File: config.mk
export PLATFORM = sky130hd
export DESIGN_NAME = can_irq_flags
export DESIGN_NICKNAME = d
export VERILOG_FILES = /design/src/can_irq_pkg.sv /design/src/flag_bank.sv /design/src/rx_store_guard.sv /design/src/can_irq_flags.sv
export SDC_FILE = /design/constraint.sdc
export NUM_CORES = 1
export LEC_CHECK = 0
export BUFFER_PORTS_ARGS = -buffer_cell sky130_fd_sc_hd__buf_2
export CAP_MARGIN = 10
export CORE_ASPECT_RATIO = 1.5
export CORE_MARGIN = 1.5
export CORE_UTILIZATION = 50
export CTS_BUF_LIST = sky130_fd_sc_hd__clkbuf_8
export DETAILED_ROUTE_END_ITERATION = 8
export GPL_ROUTABILITY_DRIVEN = 0
export PLACE_DENSITY_LB_ADDON = 0.25
export SLEW_MARGIN = 0
export SYNTH_ARGS = -nofsm -noshare
export SYNTH_HDL_FRONTEND = slang
export SYNTH_SLANG_ARGS = --single-unit
File: constraint.sdc
create_clock -name mclk -period 2.6 [get_ports mclk]
set_input_delay 0.65 -clock mclk [delete_from_list [all_inputs] [get_ports mclk]]
set_output_delay 0.65 -clock mclk [all_outputs]
set_load 0.05 [all_outputs]
File: src/can_irq_pkg.sv
package can_irq_pkg;
   // register byte addresses on the register bus
   localparam logic [15:0] FLAGS_ADDR = 16'h1050;
   localparam logic [15:0] MASK_ADDR = 16'h1054;
   localparam logic [15:0] CTRL_ADDR = 16'h1058;
   localparam logic [15:0] STAT_ADDR = 16'h105c;
   localparam int ADDR_W = 16;
   // flag positions inside the interrupt flag register
   localparam int DEDICATED_STORED_POS = 19;
   localparam int TIMEOUT_POS = 18;
   localparam int RAM_FAIL_POS = 17;
   localparam int TS_WRAP_POS = 16;
   localparam int TEF_LOST_POS = 15;
   localparam int TEF_FULL_POS = 14;
   localparam int FLAG_LSB = 14;
   localparam int FLAG_COUNT = 6;
   // reset values
   localparam logic [31:0] FLAGS_RESET = 32'h0000_0000;
   localparam logic [31:0] MASK_RESET = 32'h0000_0000;
   localparam logic [5:0] TEF_SIZE_RESET = 6'h00;
   // control register fields
   localparam int CTRL_RESTRICT_POS = 0;
   localparam int CTRL_TEF_SIZE_LSB = 8;
   localparam int TEF_SIZE_W = 6;
   // status register fields
   localparam int STAT_RESTRICT_POS = 0;
   localparam int STAT_TEF_FULL_POS = 1;
   localparam int STAT_PUT_LSB = 8;
   localparam int PUT_INDEX_W = 6;
   localparam logic [5:0] PUT_INDEX_RESET = 6'h00;
   // bus responses
   localparam logic [1:0] RESP_OKAY = 2'h0;
   localparam logic [1:0] RESP_SLVERR = 2'h2;
endpackage : can_irq_pkg

File: src/flag_bank.sv
`timescale 1ns/1ps
// sticky flags: hardware sets, software clears by writing one
module flag_bank #(
   parameter int WIDTH = 6
) (
   // clock, reset, enable
   input wire logic mclk,
   input wire logic rst_n,
   input wire logic ce,
   // per-bit set and clear strobes
   input wire logic [WIDTH-1:0] set_vec,
   input wire logic [WIDTH-1:0] clr_vec,
   // flag state
   output logic [WIDTH-1:0] flags
);
   import can_irq_pkg::*;

   typedef struct packed {
      logic [WIDTH-1:0] flags; // held flags
   } bank_type;

   bank_type state;
   bank_type next_state;

   // per-bit next value, set beats clear in the same cycle
   always_comb begin
      next_state = state;
      for (int i = 0; i < WIDTH; i++) begin
         next_state.flags[i] = set_vec[i] | (state.flags[i] & ~clr_vec[i]);
      end
   end

   // register with synchronous reset to all clear
   always_ff @(posedge mclk) begin
      if (!rst_n) begin
         state.flags <= FLAGS_RESET[FLAG_LSB +: WIDTH];
      end else if (ce) begin
         state <= next_state;
      end
   end

   assign flags = state.flags;
endmodule : flag_bank

File: src/rx_store_guard.sv
`timescale 1ns/1ps
// watches receive storage, aborts late or failed work
module rx_store_guard #(
   parameter int IDX_W = 6
) (
   // clock, reset, enable
   input wire logic mclk,
   input wire logic rst_n,
   input wire logic ce,
   // from the receive handler
   input wire logic arb_field_done,
   input wire logic handler_busy,
   input wire logic write_fail,
   input wire logic store_done,
   input wire logic to_dedicated,
   // to the receive handler and flags
   output logic abort,
   output logic ram_fail_event,
   output logic dedicated_event,
   output logic new_data,
   output logic [IDX_W-1:0] put_index
);
   import can_irq_pkg::*;

   typedef struct packed {
      logic failed;              // current message already failed
      logic abort;               // abort pulse to handler
      logic dedicated_event;     // good store into dedicated buffer
      logic new_data;            // new-data strobe for that buffer
      logic [IDX_W-1:0] put_idx; // fifo put index
   } guard_type;

   guard_type state;
   guard_type next_state;
   logic late;
   logic fail_now;

   // next message header arrived while still filtering or storing
   assign late = arb_field_done & handler_busy;
   assign fail_now = late | write_fail;

   // abort pulse, commit of intact messages, index step
   always_comb begin
      next_state = state;
      next_state.abort = fail_now; // [RULE_03] [RULE_04]
      next_state.dedicated_event = 1'b0;
      next_state.new_data = 1'b0;
      // a fresh header starts a clean message
      if (arb_field_done) begin
         next_state.failed = 1'b0; // [RULE_03]
      end
      if (write_fail) begin
         next_state.failed = 1'b1; // [RULE_04]
      end
      // commit only an intact message; a failed one is overwritten
      if (store_done && !state.failed && !write_fail) begin
         if (to_dedicated) begin
            next_state.new_data = 1'b1; // [RULE_05]
            next_state.dedicated_event = 1'b1; // [RULE_01]
         end else begin
            next_state.put_idx = state.put_idx + 1'b1; // [RULE_05]
         end
      end
   end

   // register with synchronous reset
   always_ff @(posedge mclk) begin
      if (!rst_n) begin
         state.failed <= 1'b0;
         state.abort <= 1'b0;
         state.dedicated_event <= 1'b0;
         state.new_data <= 1'b0;
         state.put_idx <= PUT_INDEX_RESET[IDX_W-1:0];
      end else if (ce) begin
         state <= next_state;
      end
   end

   assign abort = state.abort;
   assign ram_fail_event = state.abort;
   assign dedicated_event = state.dedicated_event;
   assign new_data = state.new_data;
   assign put_index = state.put_idx;
endmodule : rx_store_guard

File: src/can_irq_flags.sv
// Overview of operation
// [RULE_01] dedicated buffer store sets bit 19
// [RULE_02] timeout reached sets bit 18
// [RULE_03] late receive work aborted, sets bit 17
// [RULE_04] failed receive RAM write sets bit 17
// [RULE_05] failed message: no index or new-data update
// [RULE_06] late transmit RAM read aborts, sets 17
// [RULE_07] transmit failure holds restricted mode until cleared
// [RULE_08] timestamp counter wrap sets bit 16
// [RULE_09] element lost or size-zero write sets 15
// [RULE_10] transmit event fifo becoming full sets 14
// [RULE_11] flag register at 0x1050, resets zero
// [RULE_12] flags sticky, host writes one to clear
//
// Chosen here: the register addresses and register access over AXI4-Lite.
`timescale 1ns/1ps
module can_irq_flags (
   // clock, reset, enable
   input wire logic mclk,
   input wire logic rst_n,
   input wire logic ce,
   // axi4-lite write address
   input wire logic [can_irq_pkg::ADDR_W-1:0] s_axi_awaddr,
   input wire logic s_axi_awvalid,
   output logic s_axi_awready,
   // axi4-lite write data
   input wire logic [31:0] s_axi_wdata,
   input wire logic [3:0] s_axi_wstrb,
   input wire logic s_axi_wvalid,
   output logic s_axi_wready,
   // axi4-lite write response
   output logic [1:0] s_axi_bresp,
   output logic s_axi_bvalid,
   input wire logic s_axi_bready,
   // axi4-lite read address
   input wire logic [can_irq_pkg::ADDR_W-1:0] s_axi_araddr,
   input wire logic s_axi_arvalid,
   output logic s_axi_arready,
   // axi4-lite read data
   output logic [31:0] s_axi_rdata,
   output logic [1:0] s_axi_rresp,
   output logic s_axi_rvalid,
   input wire logic s_axi_rready,
   // receive handler side
   input wire logic rx_arb_field_done,
   input wire logic rx_handler_busy,
   input wire logic rx_write_fail,
   input wire logic rx_store_done,
   input wire logic rx_to_dedicated,
   output logic rx_abort,
   output logic rx_new_data,
   output logic [can_irq_pkg::PUT_INDEX_W-1:0] rx_put_index,
   // transmit handler side
   input wire logic tx_read_late,
   output logic tx_abort,
   output logic restricted_mode,
   // transmit event fifo
   input wire logic tef_element_lost,
   input wire logic tef_write_attempt,
   input wire logic [can_irq_pkg::TEF_SIZE_W-1:0] tef_fill_level,
   output logic [can_irq_pkg::TEF_SIZE_W-1:0] tef_size,
   // timers
   input wire logic timeout_reached,
   input wire logic timestamp_wrap,
   // interrupt
   output logic irq
);
   import can_irq_pkg::*;

   typedef struct packed {
      logic aw_held;                 // write address latched
      logic [ADDR_W-1:0] aw_addr;    // latched write address
      logic w_held;                  // write data latched
      logic [31:0] w_data;           // latched write data
      logic [3:0] w_strb;            // latched byte enables
      logic bvalid;                  // write response pending
      logic [1:0] bresp;             // write response code
      logic rvalid;                  // read data pending
      logic [31:0] rdata;            // read data
      logic [1:0] rresp;             // read response code
      logic [FLAG_COUNT-1:0] mask;   // interrupt enables
      logic restrict_on;             // restricted operation
      logic [TEF_SIZE_W-1:0] tef_sz; // configured fifo size
      logic tef_full_prev;           // full level last cycle
      logic tx_abort;                // abort pulse to tx handler
      logic irq;                     // registered interrupt
      logic awready;                 // write address ready
      logic wready;                  // write data ready
      logic arready;                 // read address ready
   } top_type;

   top_type state;
   top_type next_state;

   // flag bank wiring
   logic [FLAG_COUNT-1:0] flags;
   logic [FLAG_COUNT-1:0] set_vec;
   logic [FLAG_COUNT-1:0] clr_vec;
   // receive guard wiring
   logic rx_fail_event;
   logic rx_ded_event;
   logic rx_abort_w;
   logic rx_new_w;
   logic [PUT_INDEX_W-1:0] rx_put_w;
   // decoded helpers
   logic do_write;
   logic tef_full;
   logic tef_lost_event;
   logic [31:0] wmask;
   logic [31:0] flags_word;
   logic [31:0] mask_word;
   logic [31:0] ctrl_word;
   logic [31:0] stat_word;

   // receive storage guard
   rx_store_guard #(.IDX_W(PUT_INDEX_W)) u_rx_guard (
      .mclk(mclk),
      .rst_n(rst_n),
      .ce(ce),
      .arb_field_done(rx_arb_field_done),
      .handler_busy(rx_handler_busy),
      .write_fail(rx_write_fail),
      .store_done(rx_store_done),
      .to_dedicated(rx_to_dedicated),
      .abort(rx_abort_w),
      .ram_fail_event(rx_fail_event),
      .dedicated_event(rx_ded_event),
      .new_data(rx_new_w),
      .put_index(rx_put_w)
   );

   // sticky flags
   flag_bank #(.WIDTH(FLAG_COUNT)) u_flags (
      .mclk(mclk),
      .rst_n(rst_n),
      .ce(ce),
      .set_vec(set_vec),
      .clr_vec(clr_vec),
      .flags(flags)
   );

   // fifo full level: only a nonzero size can be full
   assign tef_full = (state.tef_sz != '0) && (tef_fill_level >= state.tef_sz);
   // lost element, or a write into a zero-sized fifo
   assign tef_lost_event = tef_element_lost |
      (tef_write_attempt & (state.tef_sz == '0)); // [RULE_09]

   // event to flag mapping
   always_comb begin
      set_vec = '0;
      set_vec[DEDICATED_STORED_POS-FLAG_LSB] = rx_ded_event; // [RULE_01]
      set_vec[TIMEOUT_POS-FLAG_LSB] = timeout_reached; // [RULE_02]
      set_vec[RAM_FAIL_POS-FLAG_LSB] = rx_fail_event | tx_read_late; // [RULE_06]
      set_vec[TS_WRAP_POS-FLAG_LSB] = timestamp_wrap; // [RULE_08]
      set_vec[TEF_LOST_POS-FLAG_LSB] = tef_lost_event; // [RULE_09]
      set_vec[TEF_FULL_POS-FLAG_LSB] = tef_full & ~state.tef_full_prev; // [RULE_10]
   end

   // byte enables expanded to bits
   always_comb begin
      for (int b = 0; b < 4; b++) begin
         wmask[8*b +: 8] = {8{state.w_strb[b]}};
      end
   end

   // a write executes once address and data are both held
   assign do_write = state.aw_held & state.w_held & ~state.bvalid;

   // write one to clear, zero leaves the flag alone
   always_comb begin
      clr_vec = '0;
      if (do_write && state.aw_addr == FLAGS_ADDR) begin
         clr_vec = state.w_data[FLAG_LSB +: FLAG_COUNT] &
            wmask[FLAG_LSB +: FLAG_COUNT]; // [RULE_12]
      end
   end

   // read views of each register, unused bits zero
   always_comb begin
      flags_word = FLAGS_RESET;
      flags_word[FLAG_LSB +: FLAG_COUNT] = flags; // [RULE_11]
      mask_word = MASK_RESET;
      mask_word[FLAG_LSB +: FLAG_COUNT] = state.mask;
      ctrl_word = '0;
      ctrl_word[CTRL_RESTRICT_POS] = state.restrict_on;
      ctrl_word[CTRL_TEF_SIZE_LSB +: TEF_SIZE_W] = state.tef_sz;
      stat_word = '0;
      stat_word[STAT_RESTRICT_POS] = state.restrict_on;
      stat_word[STAT_TEF_FULL_POS] = tef_full;
      stat_word[STAT_PUT_LSB +: PUT_INDEX_W] = rx_put_w;
   end

   // bus slave, control and interrupt next state
   always_comb begin
      next_state = state;
      next_state.tef_full_prev = tef_full;
      next_state.tx_abort = tx_read_late; // [RULE_06]
      // accept write address and data in either order
      if (s_axi_awvalid && !state.aw_held && !state.bvalid) begin
         next_state.aw_held = 1'b1;
         next_state.aw_addr = s_axi_awaddr;
      end
      if (s_axi_wvalid && !state.w_held && !state.bvalid) begin
         next_state.w_held = 1'b1;
         next_state.w_data = s_axi_wdata;
         next_state.w_strb = s_axi_wstrb;
      end
      // perform the write and raise the response
      if (do_write) begin
         next_state.aw_held = 1'b0;
         next_state.w_held = 1'b0;
         next_state.bvalid = 1'b1;
         next_state.bresp = RESP_OKAY;
         case (state.aw_addr)
            FLAGS_ADDR: begin
               // clears are applied in the flag bank
            end
            MASK_ADDR: begin
               next_state.mask = (state.w_data[FLAG_LSB +: FLAG_COUNT] &
                  wmask[FLAG_LSB +: FLAG_COUNT]) |
                  (state.mask & ~wmask[FLAG_LSB +: FLAG_COUNT]);
            end
            CTRL_ADDR: begin
               if (state.w_strb[0]) begin
                  next_state.restrict_on = state.w_data[CTRL_RESTRICT_POS];
               end
               if (state.w_strb[1]) begin
                  next_state.tef_sz =
                     state.w_data[CTRL_TEF_SIZE_LSB +: TEF_SIZE_W];
               end
            end
            STAT_ADDR: begin
               // read only, write ignored
            end
            default: begin
               next_state.bresp = RESP_SLVERR;
            end
         endcase
      end
      // response leaves when taken
      if (state.bvalid && s_axi_bready) begin
         next_state.bvalid = 1'b0;
      end
      // transmit failure wins over a host clear in the same cycle
      if (tx_read_late) begin
         next_state.restrict_on = 1'b1; // [RULE_07]
      end
      // read: one outstanding, answered the cycle after the address
      if (state.rvalid && s_axi_rready) begin
         next_state.rvalid = 1'b0;
      end
      if (s_axi_arvalid && !state.rvalid) begin
         next_state.rvalid = 1'b1;
         next_state.rresp = RESP_OKAY;
         case (s_axi_araddr)
            FLAGS_ADDR: next_state.rdata = flags_word;
            MASK_ADDR: next_state.rdata = mask_word;
            CTRL_ADDR: next_state.rdata = ctrl_word;
            STAT_ADDR: next_state.rdata = stat_word;
            default: begin
               next_state.rdata = '0;
               next_state.rresp = RESP_SLVERR;
            end
         endcase
      end
      // level interrupt from flags as they stand after this cycle
      next_state.irq = |(((flags & ~clr_vec) | set_vec) & next_state.mask);
      // readies follow the held state of the coming cycle
      next_state.awready = ~next_state.aw_held & ~next_state.bvalid;
      next_state.wready = ~next_state.w_held & ~next_state.bvalid;
      next_state.arready = ~next_state.rvalid;
   end

   // register with synchronous reset
   always_ff @(posedge mclk) begin
      if (!rst_n) begin
         state.aw_held <= 1'b0;
         state.aw_addr <= '0;
         state.w_held <= 1'b0;
         state.w_data <= '0;
         state.w_strb <= '0;
         state.bvalid <= 1'b0;
         state.bresp <= RESP_OKAY;
         state.rvalid <= 1'b0;
         state.rdata <= '0;
         state.rresp <= RESP_OKAY;
         state.mask <= MASK_RESET[FLAG_LSB +: FLAG_COUNT];
         state.restrict_on <= 1'b0;
         state.tef_sz <= TEF_SIZE_RESET;
         state.tef_full_prev <= 1'b0;
         state.tx_abort <= 1'b0;
         state.irq <= 1'b0;
         state.awready <= 1'b1;
         state.wready <= 1'b1;
         state.arready <= 1'b1;
      end else if (ce) begin
         state <= next_state;
      end
   end

   // outputs straight from flops
   assign s_axi_awready = state.awready;
   assign s_axi_wready = state.wready;
   assign s_axi_bvalid = state.bvalid;
   assign s_axi_bresp = state.bresp;
   assign s_axi_arready = state.arready;
   assign s_axi_rvalid = state.rvalid;
   assign s_axi_rdata = state.rdata;
   assign s_axi_rresp = state.rresp;
   assign rx_abort = rx_abort_w;
   assign rx_new_data = rx_new_w;
   assign rx_put_index = rx_put_w;
   assign tx_abort = state.tx_abort;
   assign restricted_mode = state.restrict_on;
   assign tef_size = state.tef_sz;
   assign irq = state.irq;
endmodule : can_irq_flags

# --- Word-level counts from Yosys, hierarchy flattened ---
# Cells that the tools add are included.
word_totals:
  reg_bits: 127
  inputBits: 92
  out_inout_bits: 58
  word_cells: 135
op_classes:
  addsub: 1
  n_lt_le_gt_ge: 1
  eq_ne: 8
  n_mux: 23
  bitwise_logic: 43
  reduce_logical: 34
ops:
  columns: ["cell", "count"]
  rows:
  - ["equality test 16 x 13 -> 1 bit (second input constant)", 8]
  - ["case mux 20 bit (4 select lines)", 1]
  - ["2-to-1 mux 37 bit", 1]
  - ["2-to-1 mux 35 bit", 1]
  - ["bitwise AND 6 bit", 4]
  - ["2-to-1 mux 6 bit", 4]
  - ["2-to-1 mux 17 bit", 1]
  - ["bitwise AND 1 bit", 13]
  - ["2-to-1 mux 13 bit", 1]
  - ["inverter 1 bit", 13]
  - ["inverter 6 bit", 2]
  - ["bitwise OR 6 bit", 2]
  - ["logical AND 1 bit", 11]
  - ["AND reduction 2 bit", 5]
  - ["bitwise OR 1 bit", 9]
  - ["2-to-1 mux 1 bit", 8]
  - ["2-to-1 mux 8 bit", 1]
  - ["AND reduction 4 bit", 2]
  - ["nonzero test 2 bit", 4]
  - ["OR reduction 4 bit", 2]
  - ["2-to-1 mux 7 bit", 1]
  - ["adder 6 x 1 -> 6 bit (second input constant)", 1]
  - [">= comparator 6 bit", 1]
  - ["logical NOT 1 bit", 6]
  - ["other kinds (6)", 8]

# --- Longest topological paths before layout ---
logic_depth:
  depth_word: 9
  depth_mapped: 8
  depth_no_buf: 8

# --- By module ---
# From an unflattened synthesis, not the netlist that was laid out.
unflattened:
  hier_cells: 527
  hier_area_um2: 4483.0
modules_own_cells:
  columns: ["module", "n_inst", "cells_each", "area_each_um2", "seq_area_each_um2"]
  rows:
  - ["can_irq_flags", 1, 444, 3752.3, 1421.4]
  - ["rx_store_guard", 1, 57, 476.7, 180.2]
  - ["flag_bank", 1, 26, 254.0, 120.1]

# --- Worst setup path before layout ---
# No wires, ideal clock.
synth_timing:
  path_kind: "in2reg"
  start: "in ce"
  end: "reg state (netlist bit restricted_mode)"
  setup_ns: 0.119
  arrival_time_ns: 1.950
  setup_slack_ns: 0.531
  stages: 7
  n_path_buf: 1
  path_cell_list: "clkbuf_1 > and4b_1 > nand3b_1 > nor4_4 > nand2_1 > mux2_1 > o221a_1"
synth_between:
  elab_chain_cells: 1
synth_lines:
  columns: ["item", "line", "source"]
  rows:
  - ["start, declared", "can_irq_flags.sv:21", "input wire logic ce,"]
  - ["AND reduction 4 bit (no source line)", null, null]
  - ["end signal, assigned", "can_irq_flags.sv:297", "state <= next_state;"]
  - ["end, declared", "can_irq_flags.sv:92", "top_type state;"]
# No other way between the ends.
# A chain may end at the register's enable or synchronous reset.

# --- Worst setup path after layout ---
layout_timing:
  start: "reg state[104] (netlist bit)"
  end: "reg irq (netlist name)"
layout_between:
  elab_chain_cells: 8
  word_cells_on_any_way: 11
layout_lines:
  columns: ["item", "line", "source"]
  rows:
  - ["equality test 16 x 13 -> 1 bit", "can_irq_flags.sv:172", "if (do_write && state.aw_addr == FLAGS_ADDR) begin"]
  - ["logical AND 1 bit", "can_irq_flags.sv:172", null]
  - ["2-to-1 mux 6 bit", "can_irq_flags.sv:172", null]
  - ["inverter 6 bit", "can_irq_flags.sv:267", "next_state.irq = |(((flags & ~clr_vec) | set_vec) & next_state.mask);"]
  - ["bitwise AND 6 bit", "can_irq_flags.sv:267", null]
  - ["bitwise OR 6 bit", "can_irq_flags.sv:267", null]
  - ["bitwise AND 6 bit *", "can_irq_flags.sv:267", null]
  - ["OR reduction 6 bit *", "can_irq_flags.sv:267", null]
# Every way passes the cells marked *; elsewhere a longest branch is shown, timed or not. The select of a mux whose other input is x is not followed.

==> metrics.yaml <==
critical_path:
  cp.depth: 6
  r2r_cells: 6
  critical_path_class: "flop to flop"
  r2r_setup_slack_ns: 0.39
  crit_path_start_kind: "flop"
  rr_endpoint: "irq"
  crit_end: "irq"
  crit_slowest_cell: "nor4b_4"
  crit_fanout: 7
  critPathMaxStageDelay_ns: 0.43
  cp-end-kind: "flop"
  path_buf_inv: 0
  cpLargestDelayFamily: "simple AND/OR/NAND/NOR gates"
  crit_chain: "nor4b_4, nand3_2, nor3_2, mux2_1, a211oi_1, a41oi_1"
  startpoint: "state[104]"
  critPathArrivalTime_ns: 2.45
  rr_startpoint: "state[104]"
  cp.required_ns: 2.84
cts:
  hold_buffers: 0
  cts_tree: "yes"
  clkLatencyLatePin_ns: 0.36
  ctsResizeCount: 0
  clockBufferDepth: 2
  cts_sinks: 86
  cts_buffers: 9
  htreeDepth: 3
  cts_setup_buffers: 0
  clkTransAtPathRegs_ns: 0.08
  cts_root_buf: "clkbuf_8"
synthesis:
  yosysTopAreaCell: "dfxtp_1"
  synth_cells: 510
  async_flop_share: 0
  synth_seq_cells: 86
  synth_edf_count: 0
  synth.most_common_cell: "nand2_1"
  synth_common_cells: "nand2_1 (100), dfxtp_1 (86), a21oi_1 (48), buf_4 (48), nor2_1 (33)"
  synthFlopType: "dfxtp_1"
  netlist.area_leader.share: 0.406
  ys_types: 54
  ys_warn_count: 0
  synthTopCellsByArea: "dfxtp_1 (41%), nand2_1 (8.9%), buf_4 (8.5%), mux2i_1 (7.1%), a21oi_1 (5.7%)"
  netlist_area_mm2: 0.00424
  ys_seq_area_frac: 0.406
  avgSynthCellArea_um2: 8.31
routing:
  vias_per_cell: 5.10
  vias: 3538
  initialDrtViolationCount: 134
  wirelength_um: 9560
  dr.pass1.iters: 4
  final_antenna_net_count: 0
  drc: 0
  wire_per_inst_um: 13.8
timing:
  timing.final.hold_violations: 0
  maxSlewHeadroom: 0.569
  maxSlewViolCount: 0
  worst_pin_slew_ns: 0.644
  fin_skew_ns: 0.00824
  min_period_over_period: 0.849
  clock.fmax_mhz: 453
  min_period_ns: 2.21
  rsz0062_at_grt: "false"
  finalSetupViolations: 0
  final.setup.tns_ns: 0
global_routing:
  grt_pass1_vias: 3348
  met2_usage: 0.399
  use_met3: 0.0583
  grt_use_total: 0.220
  grt_busiest_layer: "met2"
  grt_start_max_net_pins: 52
  use_met1: 0.236
  antenna_found_initial: 0
  grt_pass1_wl_um: 15400
  grt.overflow.total: 0
floorplan:
  die_w_um: 78.2
  die_h_um: 116
  row_count: 41
  dieArea_mm2: 0.00905
  core_mm2: 0.00831
  initial_core_util: 0.510
  io_pins: 150
cells_and_area:
  syn2layout_area_growth_pct: 12.9
  drive_gt1_frac: 0.235
  final_util: 0.576
  nets: 683
  antennaDiodeCount: 0
  fillers: 825
power_and_ir_drop:
  cellPowerDensity_mw_per_mm2: 558
  vdd_ir_drop_max_v: 0.000417
  p_leak_nw: 2.12
status:
  outcome: "finished, final reports clean"
placed_design:
  dp.final_hpwl_um: 7290
  port_buffers: 109
run:
  max_cap_viol_count: 0
min_path:
  holdCritPathClass: "flop to flop"
==> power by group <==
group | switching [mW] | internal [mW] | total (mW) | leakage (nW)
Combinational | 0.231 | 0.114 | 0.345 | 1.31
Sequential | 0.0375 | 1.36 | 1.40 | 0.700
Clock | 0.448 | 0.480 | 0.928 | 0.104
Total | 0.717 | 1.95 | 2.67 | 2.12
==> sequential cells by signal, summed over array words and instances (netlist names), 6 cells and up <==
register and cells:
u_flags.flags 6, u_rx_guard.put_index 6, tef_size 6, mask_word 6
state 35, s_axi_rdata 14
==> worst min path at each step <==
stage / startpoint / cells past startpoint / endpoint / slack (ns)
after floorplan: state[61] / 2 / state[61] / 0.43
after global placement: state[61] / 2 / state[61] / 0.44
after detailed placement: state[61] / 2 / state[61] / 0.44
after CTS: s_axi_rdata[1] / 2 / s_axi_rdata[1] / 0.46
after global routing: s_axi_rdata[0] / 2 / s_axi_rdata[0] / 0.48
final: s_axi_rdata[1] / 2 / s_axi_rdata[1] / 0.45
==> per-layer routing <==
layer  part of all wire  vias to the layer above  wire length, µm
li1                   -                     1800                -
met1               0.41                     1615             3900
met4              0.024                        0              227
met3              0.058                       17              556
met5                  0                        -                0
met2               0.51                      106             4880
==> cells by family after synthesis <==
family / share of synthesized area
AO/OA/AOI/OAI: 0.130
XOR/XNOR: 0.0103
adder cells (fa/ha/maj): 0.0207
buffers and inverters: 0.120
flip-flops: 0.406
multiplexers: 0.0788
other: 0.000884
AND/OR/NAND/NOR: 0.233
==> worst register-to-register path, cell delays in order, from the launching register on <==
cell and delay [ns]:
dfxtp_1 0.34, nor4b_4 0.43, nand3_2 0.25, nor3_2 0.31, mux2_1 0.35, a211oi_1 0.26
a41oi_1 0.14
==> placed cells by master, fill, tap and decap left out, types with 2 or more instances in the layout <==
master | netlist | final
buf_4 | 48 | 5
and3b_1 | 2 | 2
nor2_1 | 33 | 33
mux2_1 | 2 | 2
a311oi_1 | 2 | 2
ha_1 | 7 | 7
nand2b_1 | 4 | 4
a21oi_1 | 48 | 48
inv_1 | 15 | 16
mux2i_1 | 30 | 30
dfxtp_1 | 86 | 86
xor2_1 | 3 | 3
nand3_1 | 6 | 6
o31ai_1 | 3 | 3
clkbuf_8 | 0 | 11
nor4_1 | 2 | 2
o31a_1 | 2 | 2
nand3_2 | 2 | 2
nand4_1 | 5 | 5
conb_1 | 1 | 20
nor2b_1 | 3 | 3
nor4b_4 | 3 | 3
o21ai_0 | 28 | 28
nand2_1 | 100 | 100
and3_1 | 2 | 2
xnor2_1 | 2 | 2
nand3b_1 | 5 | 5
a211oi_1 | 2 | 2
nor4b_1 | 2 | 2
nor3_1 | 5 | 5
and2_1 | 13 | 13
buf_2 | 3 | 109
==> final cells by class <==
type                       count  area (µm²)  area share
tap                          107         134      0.0280
sequential                    86        1720       0.360
clock inverter                 3        37.5     0.00784
timing repair buffer         115         603       0.126
multi-input combinational    357        2080       0.435
inverter                      15        56.3      0.0118
clock buffer                  11         151      0.0316
==> through the flow <==
stage	total power, mW	instances	hold WS, ns	setup WS, ns	instance area, µm²
3_3_place_gp	1.76	680	0.438	0.421	4600
4_1_cts	2.69	694	0.455	0.421	4790
6_report	2.67	694	0.452	0.393	4790
3_5_place_dp	1.77	680	0.443	0.375	4600
5_1_grt	2.78	694	0.476	0.295	4790
2_1_floorplan	1.69	529	0.432	0.531	4310
No activity file was read; power rests on OpenSTA's default activity.
